==> src/logic/scc_pkg.sv <==
// Purpose: constants for the system control and pointer register bank
// Assumes: byte-wide indexed register port, one clock
// Notes: indices are the bank's own register indices
package scc_pkg;
  // ****************************************************************
  // register indices
  // ****************************************************************
  localparam logic [7:0] IDX_SYS_CFG = 8'h40;
  localparam logic [7:0] IDX_BIOS_A = 8'h41;
  localparam logic [7:0] IDX_DISPLAY_MODE_CONTROL = 8'h42;
  localparam logic [7:0] IDX_EXTENDED_DISPLAY_MODE = 8'h43;
  localparam logic [7:0] IDX_PTR_MODE = 8'h45;
  localparam logic [7:0] IDX_ORGX_H = 8'h46;
  localparam logic [7:0] IDX_ORGX_L = 8'h47;
  localparam logic [7:0] IDX_ORGY_H = 8'h48;
  localparam logic [7:0] IDX_ORGY_L = 8'h49;
  localparam logic [7:0] IDX_FG_STK = 8'h4A;
  localparam logic [7:0] IDX_BG_STK = 8'h4B;
  localparam logic [7:0] IDX_STA_H = 8'h4C;
  localparam logic [7:0] IDX_STA_L = 8'h4D;
  localparam logic [7:0] IDX_DX = 8'h4E;
  localparam logic [7:0] IDX_DY = 8'h4F;
  localparam logic [7:0] IDX_EXT_SCTL = 8'h51;
  localparam logic [7:0] IDX_BIOS_B = 8'h52;
  localparam logic [7:0] IDX_MCTL_1 = 8'h53;
  // ****************************************************************
  // reset values and fields
  // ****************************************************************
  localparam logic [7:0] RST_SYS_CFG = 8'h30;
  localparam logic [7:0] RST_ZERO = 8'h00;
  localparam logic [2:0] KEY_PATTERN = 3'h5;
  localparam int KEY_LSB = 5;
  localparam int SC_ENH_BIT = 0;
  localparam int SC_WAIT_BIT = 4;
  localparam int MC_INTL_BIT = 5;
  localparam int EM_LSW8_BIT = 2;
  localparam int EM_HX2_BIT = 7;
  localparam int PM_ON_BIT = 0;
  localparam int PM_RIGHT_BIT = 4;
  localparam logic [7:0] MASK_SYS_CFG = 8'h31;
  localparam logic [7:0] MASK_DISPLAY_MODE_CONTROL = 8'h20;
  localparam logic [7:0] MASK_EXTENDED_DISPLAY_MODE = 8'h84;
  localparam logic [7:0] MASK_PTR_MODE = 8'h11;
  localparam logic [7:0] MASK_HI3 = 8'h07;
  localparam logic [7:0] MASK_HI4 = 8'h0F;
  localparam logic [7:0] MASK_SKIP = 8'h3F;
  localparam logic [7:0] MASK_EXT_SCTL = 8'h3F;
  localparam logic [1:0] STK_LAST = 2'h2;
  localparam logic [1:0] STK_FIRST = 2'h0;
endpackage

==> src/logic/scc_regs.sv <==
// Purpose: indexed system control and pointer register bank
// Assumes: host index/data strobes from same clock; lock key from lock_key_register
// Notes: reserved bits read as zero
module scc_regs (
  input wire logic clk,
  input wire logic sys_rst,
  input wire logic [7:0] lock_key_register,
  input wire logic [7:0] reg_index,
  input wire logic reg_wr,
  input wire logic reg_rd,
  input wire logic [7:0] reg_wdata,
  input wire logic latch_delay_t1,
  input wire logic upper_display_start_set,
  input wire logic upper_host_base_set,
  input wire logic enhanced_mode,
  output logic [7:0] reg_rdata,
  output logic reg_hit,
  output logic bank_open,
  output logic enhanced_access_on,
  output logic wait_state_select,
  output logic addr_latch_t1,
  output logic interlace_select,
  output logic interlace_start_active,
  output logic [9:0] screen_width_hi_bits,
  output logic horiz_counter_double,
  output logic pointer_on,
  output logic pointer_visible,
  output logic pointer_right_storage,
  output logic [10:0] pointer_x_coord,
  output logic [10:0] pointer_y_coord,
  output logic [23:0] pointer_fore_colour,
  output logic [23:0] pointer_back_colour,
  output logic [11:0] pointer_store_addr,
  output logic [5:0] pattern_x_skip,
  output logic [5:0] pattern_y_skip,
  output logic [1:0] display_start_hi_bits,
  output logic display_start_hi_valid,
  output logic [1:0] host_base_hi_bits,
  output logic host_base_hi_valid,
  output logic [7:0] bios_scratch_a,
  output logic [7:0] bios_scratch_b
);
  // ****************************************************************
  // state
  // ****************************************************************
  typedef struct packed {
    logic [7:0] sys_cfg;
    logic [7:0] bios_a;
    logic [7:0] display_mode_control;
    logic [7:0] extended_display_mode;
    logic [7:0] ptr_mode;
    logic [7:0] orgx_h;
    logic [7:0] orgx_l;
    logic [7:0] orgy_h;
    logic [7:0] orgy_l;
    logic [10:0] pos_x;
    logic [10:0] pos_y;
    logic [2:0][7:0] fg;
    logic [2:0][7:0] bg;
    logic [1:0] stk;
    logic [7:0] sta_h;
    logic [7:0] sta_l;
    logic [7:0] dx;
    logic [7:0] dy;
    logic [7:0] ext_sctl;
    logic [7:0] bios_b;
    logic [7:0] mctl_1;
    logic [7:0] rdata;
    logic hit;
  } scc_state_t;

  scc_state_t st_ff;
  scc_state_t nxt_st;
  logic unlocked;
  logic wr_ok;
  logic rd_ok;
  logic [7:0] rd_mux;
  logic rd_hit;

  // ****************************************************************
  // protection
  // ****************************************************************
  assign unlocked = lock_key_register[7:scc_pkg::KEY_LSB] == scc_pkg::KEY_PATTERN;
  assign wr_ok = reg_wr && unlocked;
  assign rd_ok = reg_rd && unlocked;

  // ****************************************************************
  // read mux
  // ****************************************************************
  always_comb begin
    rd_hit = 1'b1;
    rd_mux = scc_pkg::RST_ZERO;
    unique case (reg_index)
      scc_pkg::IDX_SYS_CFG: rd_mux = st_ff.sys_cfg & scc_pkg::MASK_SYS_CFG;
      scc_pkg::IDX_BIOS_A: rd_mux = st_ff.bios_a;
      scc_pkg::IDX_DISPLAY_MODE_CONTROL: rd_mux = st_ff.display_mode_control & scc_pkg::MASK_DISPLAY_MODE_CONTROL;
      scc_pkg::IDX_EXTENDED_DISPLAY_MODE: rd_mux = st_ff.extended_display_mode & scc_pkg::MASK_EXTENDED_DISPLAY_MODE;
      scc_pkg::IDX_PTR_MODE: rd_mux = st_ff.ptr_mode & scc_pkg::MASK_PTR_MODE;
      scc_pkg::IDX_ORGX_H: rd_mux = st_ff.orgx_h & scc_pkg::MASK_HI3;
      scc_pkg::IDX_ORGX_L: rd_mux = st_ff.orgx_l;
      scc_pkg::IDX_ORGY_H: rd_mux = st_ff.orgy_h & scc_pkg::MASK_HI3;
      scc_pkg::IDX_ORGY_L: rd_mux = st_ff.orgy_l;
      scc_pkg::IDX_FG_STK: rd_mux = st_ff.fg[st_ff.stk];
      scc_pkg::IDX_BG_STK: rd_mux = st_ff.bg[st_ff.stk];
      scc_pkg::IDX_STA_H: rd_mux = st_ff.sta_h & scc_pkg::MASK_HI4;
      scc_pkg::IDX_STA_L: rd_mux = st_ff.sta_l;
      scc_pkg::IDX_DX: rd_mux = st_ff.dx & scc_pkg::MASK_SKIP;
      scc_pkg::IDX_DY: rd_mux = st_ff.dy & scc_pkg::MASK_SKIP;
      scc_pkg::IDX_EXT_SCTL: rd_mux = st_ff.ext_sctl & scc_pkg::MASK_EXT_SCTL;
      scc_pkg::IDX_BIOS_B: rd_mux = st_ff.bios_b;
      scc_pkg::IDX_MCTL_1: rd_mux = st_ff.mctl_1;
      default: rd_hit = 1'b0;
    endcase
  end

  // ****************************************************************
  // next state
  // ****************************************************************
  always_comb begin
    nxt_st = st_ff;
    nxt_st.hit = rd_ok && rd_hit;
    nxt_st.rdata = rd_ok ? rd_mux : scc_pkg::RST_ZERO;
    if (rd_ok && reg_index == scc_pkg::IDX_PTR_MODE) begin
      nxt_st.stk = scc_pkg::STK_FIRST;
    end
    if (wr_ok) begin
      unique case (reg_index)
        scc_pkg::IDX_SYS_CFG: nxt_st.sys_cfg = reg_wdata & scc_pkg::MASK_SYS_CFG;
        scc_pkg::IDX_BIOS_A: nxt_st.bios_a = reg_wdata;
        scc_pkg::IDX_DISPLAY_MODE_CONTROL: nxt_st.display_mode_control = reg_wdata & scc_pkg::MASK_DISPLAY_MODE_CONTROL;
        scc_pkg::IDX_EXTENDED_DISPLAY_MODE: nxt_st.extended_display_mode = reg_wdata & scc_pkg::MASK_EXTENDED_DISPLAY_MODE;
        scc_pkg::IDX_PTR_MODE: nxt_st.ptr_mode = reg_wdata & scc_pkg::MASK_PTR_MODE;
        scc_pkg::IDX_ORGX_H: nxt_st.orgx_h = reg_wdata & scc_pkg::MASK_HI3;
        scc_pkg::IDX_ORGX_L: nxt_st.orgx_l = reg_wdata;
        scc_pkg::IDX_ORGY_H: begin
          nxt_st.orgy_h = reg_wdata & scc_pkg::MASK_HI3;
          nxt_st.pos_x = {st_ff.orgx_h[2:0], st_ff.orgx_l};
          nxt_st.pos_y = {reg_wdata[2:0], st_ff.orgy_l};
        end
        scc_pkg::IDX_ORGY_L: nxt_st.orgy_l = reg_wdata;
        scc_pkg::IDX_FG_STK: begin
          nxt_st.fg[st_ff.stk] = reg_wdata;
          nxt_st.stk = (st_ff.stk == scc_pkg::STK_LAST) ? scc_pkg::STK_FIRST : st_ff.stk + 2'h1;
        end
        scc_pkg::IDX_BG_STK: begin
          nxt_st.bg[st_ff.stk] = reg_wdata;
          nxt_st.stk = (st_ff.stk == scc_pkg::STK_LAST) ? scc_pkg::STK_FIRST : st_ff.stk + 2'h1;
        end
        scc_pkg::IDX_STA_H: nxt_st.sta_h = reg_wdata & scc_pkg::MASK_HI4;
        scc_pkg::IDX_STA_L: nxt_st.sta_l = reg_wdata;
        scc_pkg::IDX_DX: nxt_st.dx = reg_wdata & scc_pkg::MASK_SKIP;
        scc_pkg::IDX_DY: nxt_st.dy = reg_wdata & scc_pkg::MASK_SKIP;
        scc_pkg::IDX_EXT_SCTL: nxt_st.ext_sctl = reg_wdata & scc_pkg::MASK_EXT_SCTL;
        scc_pkg::IDX_BIOS_B: nxt_st.bios_b = reg_wdata;
        scc_pkg::IDX_MCTL_1: nxt_st.mctl_1 = reg_wdata;
        default: nxt_st.hit = nxt_st.hit;
      endcase
    end
  end

  always_ff @(posedge clk) begin
    if (sys_rst) begin
      st_ff <= '0;
      st_ff.sys_cfg <= scc_pkg::RST_SYS_CFG;
    end else begin
      st_ff <= nxt_st;
    end
  end

  // ****************************************************************
  // outputs
  // ****************************************************************
  assign reg_rdata = st_ff.rdata;
  assign reg_hit = st_ff.hit;
  assign bank_open = unlocked;
  assign enhanced_access_on = st_ff.sys_cfg[scc_pkg::SC_ENH_BIT];
  assign wait_state_select = st_ff.sys_cfg[scc_pkg::SC_WAIT_BIT];
  assign addr_latch_t1 = !wait_state_select || latch_delay_t1;
  assign interlace_select = st_ff.display_mode_control[scc_pkg::MC_INTL_BIT];
  assign interlace_start_active = interlace_select;
  assign screen_width_hi_bits = {st_ff.ext_sctl[5:4],
    (st_ff.ext_sctl[5:4] == 2'h0) ? st_ff.extended_display_mode[scc_pkg::EM_LSW8_BIT] : 1'b0, 7'h00};
  assign horiz_counter_double = st_ff.extended_display_mode[scc_pkg::EM_HX2_BIT];
  assign pointer_on = st_ff.ptr_mode[scc_pkg::PM_ON_BIT];
  assign pointer_visible = pointer_on && enhanced_mode;
  assign pointer_right_storage = st_ff.ptr_mode[scc_pkg::PM_RIGHT_BIT];
  assign pointer_x_coord = st_ff.pos_x;
  assign pointer_y_coord = st_ff.pos_y;
  assign pointer_fore_colour = st_ff.fg;
  assign pointer_back_colour = st_ff.bg;
  assign pointer_store_addr = {st_ff.sta_h[3:0], st_ff.sta_l};
  assign pattern_x_skip = st_ff.dx[5:0];
  assign pattern_y_skip = st_ff.dy[5:0];
  assign display_start_hi_bits = st_ff.ext_sctl[1:0];
  assign display_start_hi_valid = !upper_display_start_set;
  assign host_base_hi_bits = st_ff.ext_sctl[3:2];
  assign host_base_hi_valid = !upper_host_base_set;
  assign bios_scratch_a = st_ff.bios_a;
  assign bios_scratch_b = st_ff.bios_b;
endmodule

==> config.mk <==
export PLATFORM = sky130hd
export DESIGN_NAME = scc_regs
export DESIGN_NICKNAME = d
export VERILOG_FILES = /design/src/logic/scc_pkg.sv /design/src/logic/scc_regs.sv
export SDC_FILE = /design/constraint.sdc
export NUM_CORES = 1
export LEC_CHECK = 0
export BUFFER_PORTS_ARGS = -buffer_cell sky130_fd_sc_hd__buf_2
export CAP_MARGIN = 20
export CORE_ASPECT_RATIO = 1.4
export CORE_MARGIN = 8
export CORE_UTILIZATION = 50
export DETAILED_ROUTE_END_ITERATION = 8
export PLACE_DENSITY = 0.74
export SYNTH_ARGS = -nofsm -noshare
export SYNTH_HDL_FRONTEND = slang
export SYNTH_SLANG_ARGS = --single-unit
==> constraint.sdc <==
create_clock -name clk -period 6 [get_ports clk]
set_input_delay 1.2 -clock clk [delete_from_list [all_inputs] [get_ports clk]]
set_output_delay 1.2 -clock clk [all_outputs]
set_load 0.02 [all_outputs]
==> results of run 1 <==
==> kinds of logic after synthesis <==
kind of cell           after synthesis  share of synthesized area [%]
AO/OA/AOI/OAI                      181                           12.7
buffers and inverters              211                           15.7
flip-flops                         162                           39.2
multiplexers                        85                           10.4
other                                1                         0.0453
AND/OR/NAND/NOR                    379                           21.9
==> final cells by class <==
class | instances | area [sq um] | share of cell area, %
multi-input combinational | 652 | 3760 | 42.8
inverter | 4 | 15.0 | 0.171
timing repair buffer | 176 | 913 | 10.4
sequential | 162 | 3240 | 36.9
tap | 199 | 249 | 2.83
clock inverter | 13 | 151 | 1.72
clock buffer | 19 | 453 | 5.16
==> through the flow <==
stage | area, sq um | utilization, %
finish | 8790 | 54.3
global route | 8790 | 54.3
CTS | 8790 | 54.3
detailed placement | 8180 | 50.6
global placement | 8180 | 50.6
floorplan | 8300 | -
==> sequential cells by signal (all words and copies together) (netlist names) <==
name	count
pattern_x_skip	6
pointer_x_coord	11
bios_scratch_a	8
pointer_store_addr	12
st_ff	31
bios_scratch_b	8
pointer_on	1
screen_width_hi_bits	2
interlace_select	1
horiz_counter_double	1
wait_state_select	1
pointer_back_colour	24
reg_hit	1
display_start_hi_bits	2
pointer_right_storage	1
host_base_hi_bits	2
reg_rdata	8
pointer_y_coord	11
pattern_y_skip	6
enhanced_access_on	1
pointer_fore_colour	24
==> placed cells by master, fill, tap and decap left out, types with 3 or more instances in the layout <==
cell / synthesis / layout
a21oi_1: 105 / 105
a22oi_1: 5 / 5
a2bb2oi_1: 4 / 4
a31oi_1: 14 / 14
a41oi_1: 3 / 3
and3_1: 4 / 4
buf_2: 11 / 163
buf_4: 132 / 13
clkbuf_16: 0 / 17
clkinv_4: 0 / 4
clkinvlp_4: 0 / 4
conb_1: 1 / 7
dfxtp_1: 162 / 162
inv_1: 4 / 4
inv_6: 0 / 3
mux2_2: 8 / 8
mux2i_1: 77 / 77
nand2_1: 162 / 162
nand2b_1: 7 / 7
nand3_1: 80 / 80
nand3b_1: 6 / 6
nand4_1: 5 / 5
nand4b_1: 3 / 3
nor2_1: 68 / 68
nor2b_1: 4 / 4
nor3_1: 8 / 8
nor3b_1: 8 / 8
o211ai_1: 6 / 6
o21ai_0: 20 / 20
o22ai_1: 6 / 6
==> final timing paths <==
kind	slack, ns	depth (start not counted)	endpoint	from
worst min-delay path	0.45	2	pointer_y_coord[4]$_SDFFE_PP0P_	pointer_y_coord[4]$_SDFFE_PP0P_
worst max register to register	3.19	6	reg_rdata[4]$_SDFF_PP0_	st_ff[66]$_SDFF_PP0_
worst min register to register	0.45	2	pointer_y_coord[4]$_SDFFE_PP0P_	pointer_y_coord[4]$_SDFFE_PP0P_
worst max-delay path	2.27	6	pattern_x_skip[4]$_SDFFE_PP0P_	reg_index[4]
==> per-layer routing <==
metal,track usage (%),routed length [um],vias to the layer above
met3,6.41,2220,75
met1,26.7,9630,3352
met4,13.8,1300,0
met2,39.6,12500,373
li1,-,-,3362
met5,0,0,-
==> power breakdown <==
part,leakage (nW),internal (mW),switching (mW),total [mW]
clock network,0.283,0.641,0.474,1.11
logic,1.74,0.0206,0.0799,0.101
registers,1.30,1.08,0.000137,1.08
==> critical path: cells and delay by family <==
family	cells	cell delay (ns)
buffers and inverters	1	0.21
muxes	1	0.31
and+or+nand+nor	4	2.31
==> out/qor.csv, run 1 <==
stage,metric,value,unit
yosys,"Distinct cells, synth",59,
yosys,"EDFF count, synth",0,
placement,PortBufs,164,
yosys,area share of the largest cell type after synthesis,39.2,%
floorplanning,Die ar.,0.0210,sq mm
clock_network,cts hold-fix bufs,0,
global_route,global-route wire length before repair,39.3,mm
setup_path,Critical Path Fanout Max,17,
yosys,Netlist Area Pre-Place,0.00828,sq mm
placement,gpl congestion,0.966,
yosys,Post-synth top cells,"dfxtp_1, nand2_1, buf_4",
layout,Nets,1045,
run_status,status,completed,
global_route,Congestion Overflow GR,0,
setup_path,worst-path cell chain,"buf_2, nor4b_2, nand3_1, nor3_2, mux2i_1, nor2_1",
global_route,gr usage total,23.7,%
clock_network,postcts setup bufs,0,
timing,Worst Skew,0.0113,ns
clock_network,TritonCTS Buffers,17,
clock_network,H-Tree Depth,4,
drt,vias per inst,5.85,
layout,n_diodes,0,
timing,Max-slew headroom,33.4,%
placement,hpwl dp,18.1,mm
timing,setup TNS,0,ns
timing,endpoints failing hold,0,
floorplanning,core area,0.0162,sq mm
floorplanning,die extent in x,125,um
layout,Layout Area Growth over Synthesis,6.15,%
timing,setup violators final,0,
yosys,Synth Register Bits,162,
pwr,PwrDens,261,mW/mm^2
global_route,largest net degree at the start of global routing,79,
pwr,VDD IR-drop max,0.171,mV
timing,hold_ws,0.450,ns
setup_path,Worst EP required,6.30,ns
timing,RSZ-0062 raised after global routing,no,
min_path,Min-Delay Path Class,flip-flop to flip-flop,
drt,"antenna viol nets, final",0,
layout,share of cells above drive strength 1,22.5,%
timing,fin crit period,3.73,ns
clock_network,post-cts sizing count,0,
yosys,Syn Inst Count,1019,
floorplanning,num rows,55,
layout,fillcell total,1551,
pwr,total power,2.29,mW
yosys,ys flop type,dfxtp_1,
drt,Residual DRC,0,
clock_network,CTS Sinks,162,
setup_path,startpoint types,input port,
layout,Finished Layout Cells,1225,
clock_network,CTS tree,built,
clock_network,clk root buf,clkbuf_16,
job,total of max-cap violations,0,
timing,"Worst Setup Slack, final",2.27,ns
clock_network,clock transition at the registers of the reported paths,0.06,ns
timing,post-route clock period utilization,62.2,%
yosys,synth top area cells,"dfxtp_1, buf_4, mux2i_1",
clock_network,CTS Buffer Depth,2,
pwr,leakage,3.32,nW
timing,Slew @ Worst Pin,0.996,ns
drt,TritonRoute pass-1 iters,6,
yosys,"Seq/Total Area, Yosys",39.2,%
setup_path,max incr delay on CP,0.91,ns
yosys,post-synth top area cell,dfxtp_1,
setup_path,Crit Path Class,input port to flip-flop,
clock_network,Clock Latency Late Sink,0.45,ns
global_route,vias in the first global route,6802,
floorplanning,# IOs,177,
global_route,initial antenna violation count,0,
drt,Routed WL,25.7,mm
floorplanning,Die Y,168,um
drt,via count,7162,
timing,Slew Limit Fails,0,
timing,Max Clock Freq,0.268,GHz
drt,Wirelength per Cell,21.0,um
yosys,Post-synth ARST share,0,%
setup_path,slowest cell on the critical path,nor4b_2,
placement,placed cell count,1193,
drt,DR iter-0 viols,759,
placement,DP Worst Slack,1.95,ns
setup_path,crit path DAT,4.03,ns
yosys,Yosys warning count,0,
floorplanning,Initial Utilization,51.2,%
setup_path,Worst setup EP type,flip-flop,
yosys,Synth Area per Inst,8.12,sq um
Power figures use the tool's default switching activity.
==> run 2, diff against run 1 <==
Settings changed: PLACE_DENSITY 0.74 to 0.77.
Clock period 6 ns to 3.3 ns, I/O delays scaled along.
==> run 2 against run 1 <==
Against the previous run: sequential power rose by 81%; largest power group is now registers; core utilization rose by 0.82 points; routed wire length rose by 0.90%; die area did not move; critical path type unchanged; global-route usage rose by 0.065 points; non-clock buffer count rose by 20; setup slack got worse by 1.4 ns; sequential cell count did not move; clock-buffer cell count fell by 2; design area rose by 1.5%.
==> out/qor.csv, run 2 (synthesis gave the netlist of run 1 again) <==
stage,metric,value,unit,change
timing,Slew Limit Fails,0,,unchanged
setup_path,slowest cell on the critical path,or4b_1,,
timing,setup violators final,0,,unchanged
setup_path,max incr delay on CP,0.73,ns,-0.18 ns
floorplanning,# IOs,177,,unchanged
drt,"antenna viol nets, final",0,,unchanged
layout,most frequent cells in the layout,"buf_2, nand2_1, dfxtp_1",,
setup_path,most frequent cell on the critical path,nand2_1,,
setup_path,Worst EP required,3.61,ns,-2.69 ns
layout,fillcell total,1488,,-4.1%
pwr,VDD IR-drop max,0.343,mV,+100%
timing,post-route clock period utilization,74.6,%,
layout,Layout Area Growth over Synthesis,7.76,%,
timing,Max-slew headroom,55.9,%,+22 points
layout,register bank with the most flops,st_ff,,
global_route,vias in the first global route,7199,,+5.8%
pwr,leakage,3.42,nW,+2.7%
clock_network,CTS Sinks,162,,unchanged
global_route,met2 Track Usage GR,39.6,%,about the same
timing,Worst Skew,0.0104,ns,-0.000862 ns
drt,TritonRoute pass-1 iters,5,,-1
setup_path,Reg2Reg Capture Point,reg_rdata[4]$_SDFF_PP0_,,
layout,Nets,1065,,+1.9%
global_route,met1 Use GR,26.1,%,-0.55 points
global_route,GRT met3 Usage,6.00,%,-0.41 points
clock_network,clk root buf,clkbuf_16,,
placement,DP Worst Slack,0.444,ns,-1.51 ns
timing,setup TNS,0,ns,unchanged
clock_network,clock transition at the registers of the reported paths,0.07,ns,about the same
drt,Routed WL,25.9,mm,+0.90%
clock_network,postcts setup bufs,0,,unchanged
drt,Wirelength per Cell,20.8,um,-0.80%
setup_path,worst-path cell chain,"buf_2, or4b_1, nor4_4, buf_4, nand2_1, nand2_1, a21oi_1",,
drt,DR iter-0 viols,655,,-14%
pwr,total power,4.07,mW,+78%
clock_network,CTS Buffer Depth,2,,unchanged
setup_path,Crit Path Class,input port to flip-flop,,
layout,share of cells above drive strength 1,24.0,%,+1.5 points
global_route,initial antenna violation count,1,,+1
floorplanning,core area,0.0162,sq mm,unchanged
layout,"most common cell after layout, fill and taps aside",buf_2,,
min_path,Worst Hold End,pointer_x_coord[6]$_SDFFE_PP0P_,,
clock_network,post-cts sizing count,0,,unchanged
timing,Max Clock Freq,0.406,GHz,
pwr,PwrDens,456,mW/mm^2,+75%
min_path,Min-Delay Path Class,flip-flop to flip-flop,,
layout,Largest register FFs,31,,unchanged
timing,"Worst Setup Slack, final",0.837,ns,-1.43 ns
global_route,gr usage total,23.8,%,+0.065 points
clock_network,TritonCTS Buffers,17,,unchanged
clock_network,Clock Latency Late Sink,0.43,ns,-0.02 ns
setup_path,Worst setup EP type,flip-flop,,
timing,Slew @ Worst Pin,0.658,ns,-0.338 ns
min_path,hold path depth,2,,unchanged
global_route,global-route wire length before repair,40.0,mm,+1.9%
placement,hpwl dp,18.4,mm,+2.1%
setup_path,worst r2r src,st_ff[66]$_SDFF_PP0_,,
global_route,global route hottest layer,met2,,
drt,via count,7281,,+1.7%
timing,endpoints failing hold,0,,unchanged
min_path,HP Start,pointer_x_coord[6]$_SDFFE_PP0P_,,
floorplanning,die extent in x,125,um,unchanged
job,total of max-cap violations,0,,unchanged
floorplanning,num rows,55,,unchanged
run_status,status,completed,,
clock_network,cts hold-fix bufs,0,,unchanged
placement,gpl congestion,0.979,,+1.3%
setup_path,largest delay contributor family on the critical path,simple AND/OR/NAND/NOR gates,,
setup_path,"Buf+Inv Stages, Crit Path",2,,+1
setup_path,r2r setup slk,1.17,ns,-2.02 ns
setup_path,startpoint types,input port,,
layout,sequential cell area,0.00324,sq mm,unchanged
timing,fin crit period,2.46,ns,
setup_path,R2R depth,6,,unchanged
setup_path,Critical Path Fanout Max,28,,+11
clock_network,CTS tree,built,,
floorplanning,Die ar.,0.0210,sq mm,unchanged
setup_path,crit path DAT,2.77,ns,-1.26 ns
floorplanning,Initial Utilization,51.2,%,unchanged
clock_network,H-Tree Depth,4,,unchanged
timing,RSZ-0062 raised after global routing,no,,
floorplanning,Die Y,168,um,unchanged
placement,PortBufs,164,,unchanged
global_route,Congestion Overflow GR,0,,unchanged
drt,Residual DRC,0,,unchanged
global_route,largest net degree at the start of global routing,79,,unchanged
drt,vias per inst,5.84,,about the same
layout,multi-input logic area,0.00376,sq mm,unchanged
run 2: cell count changes in the layout (fill, tap and decap cells not counted), sizes merged:
cell | before | now
diode | 0 | 1
clkbuf | 19 | 17
buf | 176 | 196
inv | 7 | 11
bufinv | 2 | 0
run 2: metal layers:
layer  part of all wire (%)  wire, um  vias to the layer above
met5                      0         0                        -
met4                    6.1      1590                        0
met3                    8.7      2260                       88
met2                     49     12600                      406
met1                     37      9480                     3389
li1                       -         -                     3398
run 2: worst max-delay path by stage:
| stage | depth (start not counted) | end | start | slack (ns) |
|---|---|---|---|---|
| 3_3_place_gp | 7 | pointer_back_colour[2]$_SDFFE_PP0P_ | reg_index[5] | 0.46 |
| 6_report | 7 | pointer_fore_colour[10]$_SDFFE_PP0P_ | reg_index[5] | 0.84 |
| 2_1_floorplan | 6 | st_ff[15]$_SDFFE_PP0P_ | reg_index[2] | 0.82 |
| 4_1_cts | 7 | pointer_fore_colour[9]$_SDFFE_PP0P_ | reg_index[5] | 0.88 |
| 5_1_grt | 7 | pointer_back_colour[13]$_SDFFE_PP0P_ | reg_index[5] | 0.72 |
| 3_5_place_dp | 7 | pointer_fore_colour[9]$_SDFFE_PP0P_ | reg_index[5] | 0.44 |
run 2: power by group:
part	internal (mW)	leakage [nW]	switching [mW]
clock network	1.00	0.269	0.915
logic	0.0467	1.84	0.148
registers	1.95	1.30	0.000269
total	3.00	3.42	1.06
run 2: layout make-up:
cell class | count | share of cell area [%]
inverters | 4 | 0.168
multi-input cells | 652 | 42.2
repair buffers | 196 | 12.1
clock buffers | 17 | 4.77
flip-flops and latches | 162 | 36.4
diodes | 1 | 0.0281
well taps | 199 | 2.79
clock inverters | 15 | 1.64
run 2: through the flow:
stage	instance area, sq um	utilization [%]	hold slack, ns	std cells
floorplan	8300	-	0.437	1025
finish	8920	55.1	0.451	1246
global placement	8340	51.6	0.441	1213
detailed placement	8340	51.6	0.444	1213
global route	8920	55.1	0.475	1246
CTS	8920	55.1	0.454	1245
run 2: worst register-to-register path: cells and delay by family (launching register included):
kind / cells / cell delay (ns)
buffers and inverters: 1 / 0.22
and+or+nand+nor: 1 / 0.24
DFF: 1 / 0.61
AOI/OAI and AO/OA: 4 / 0.95
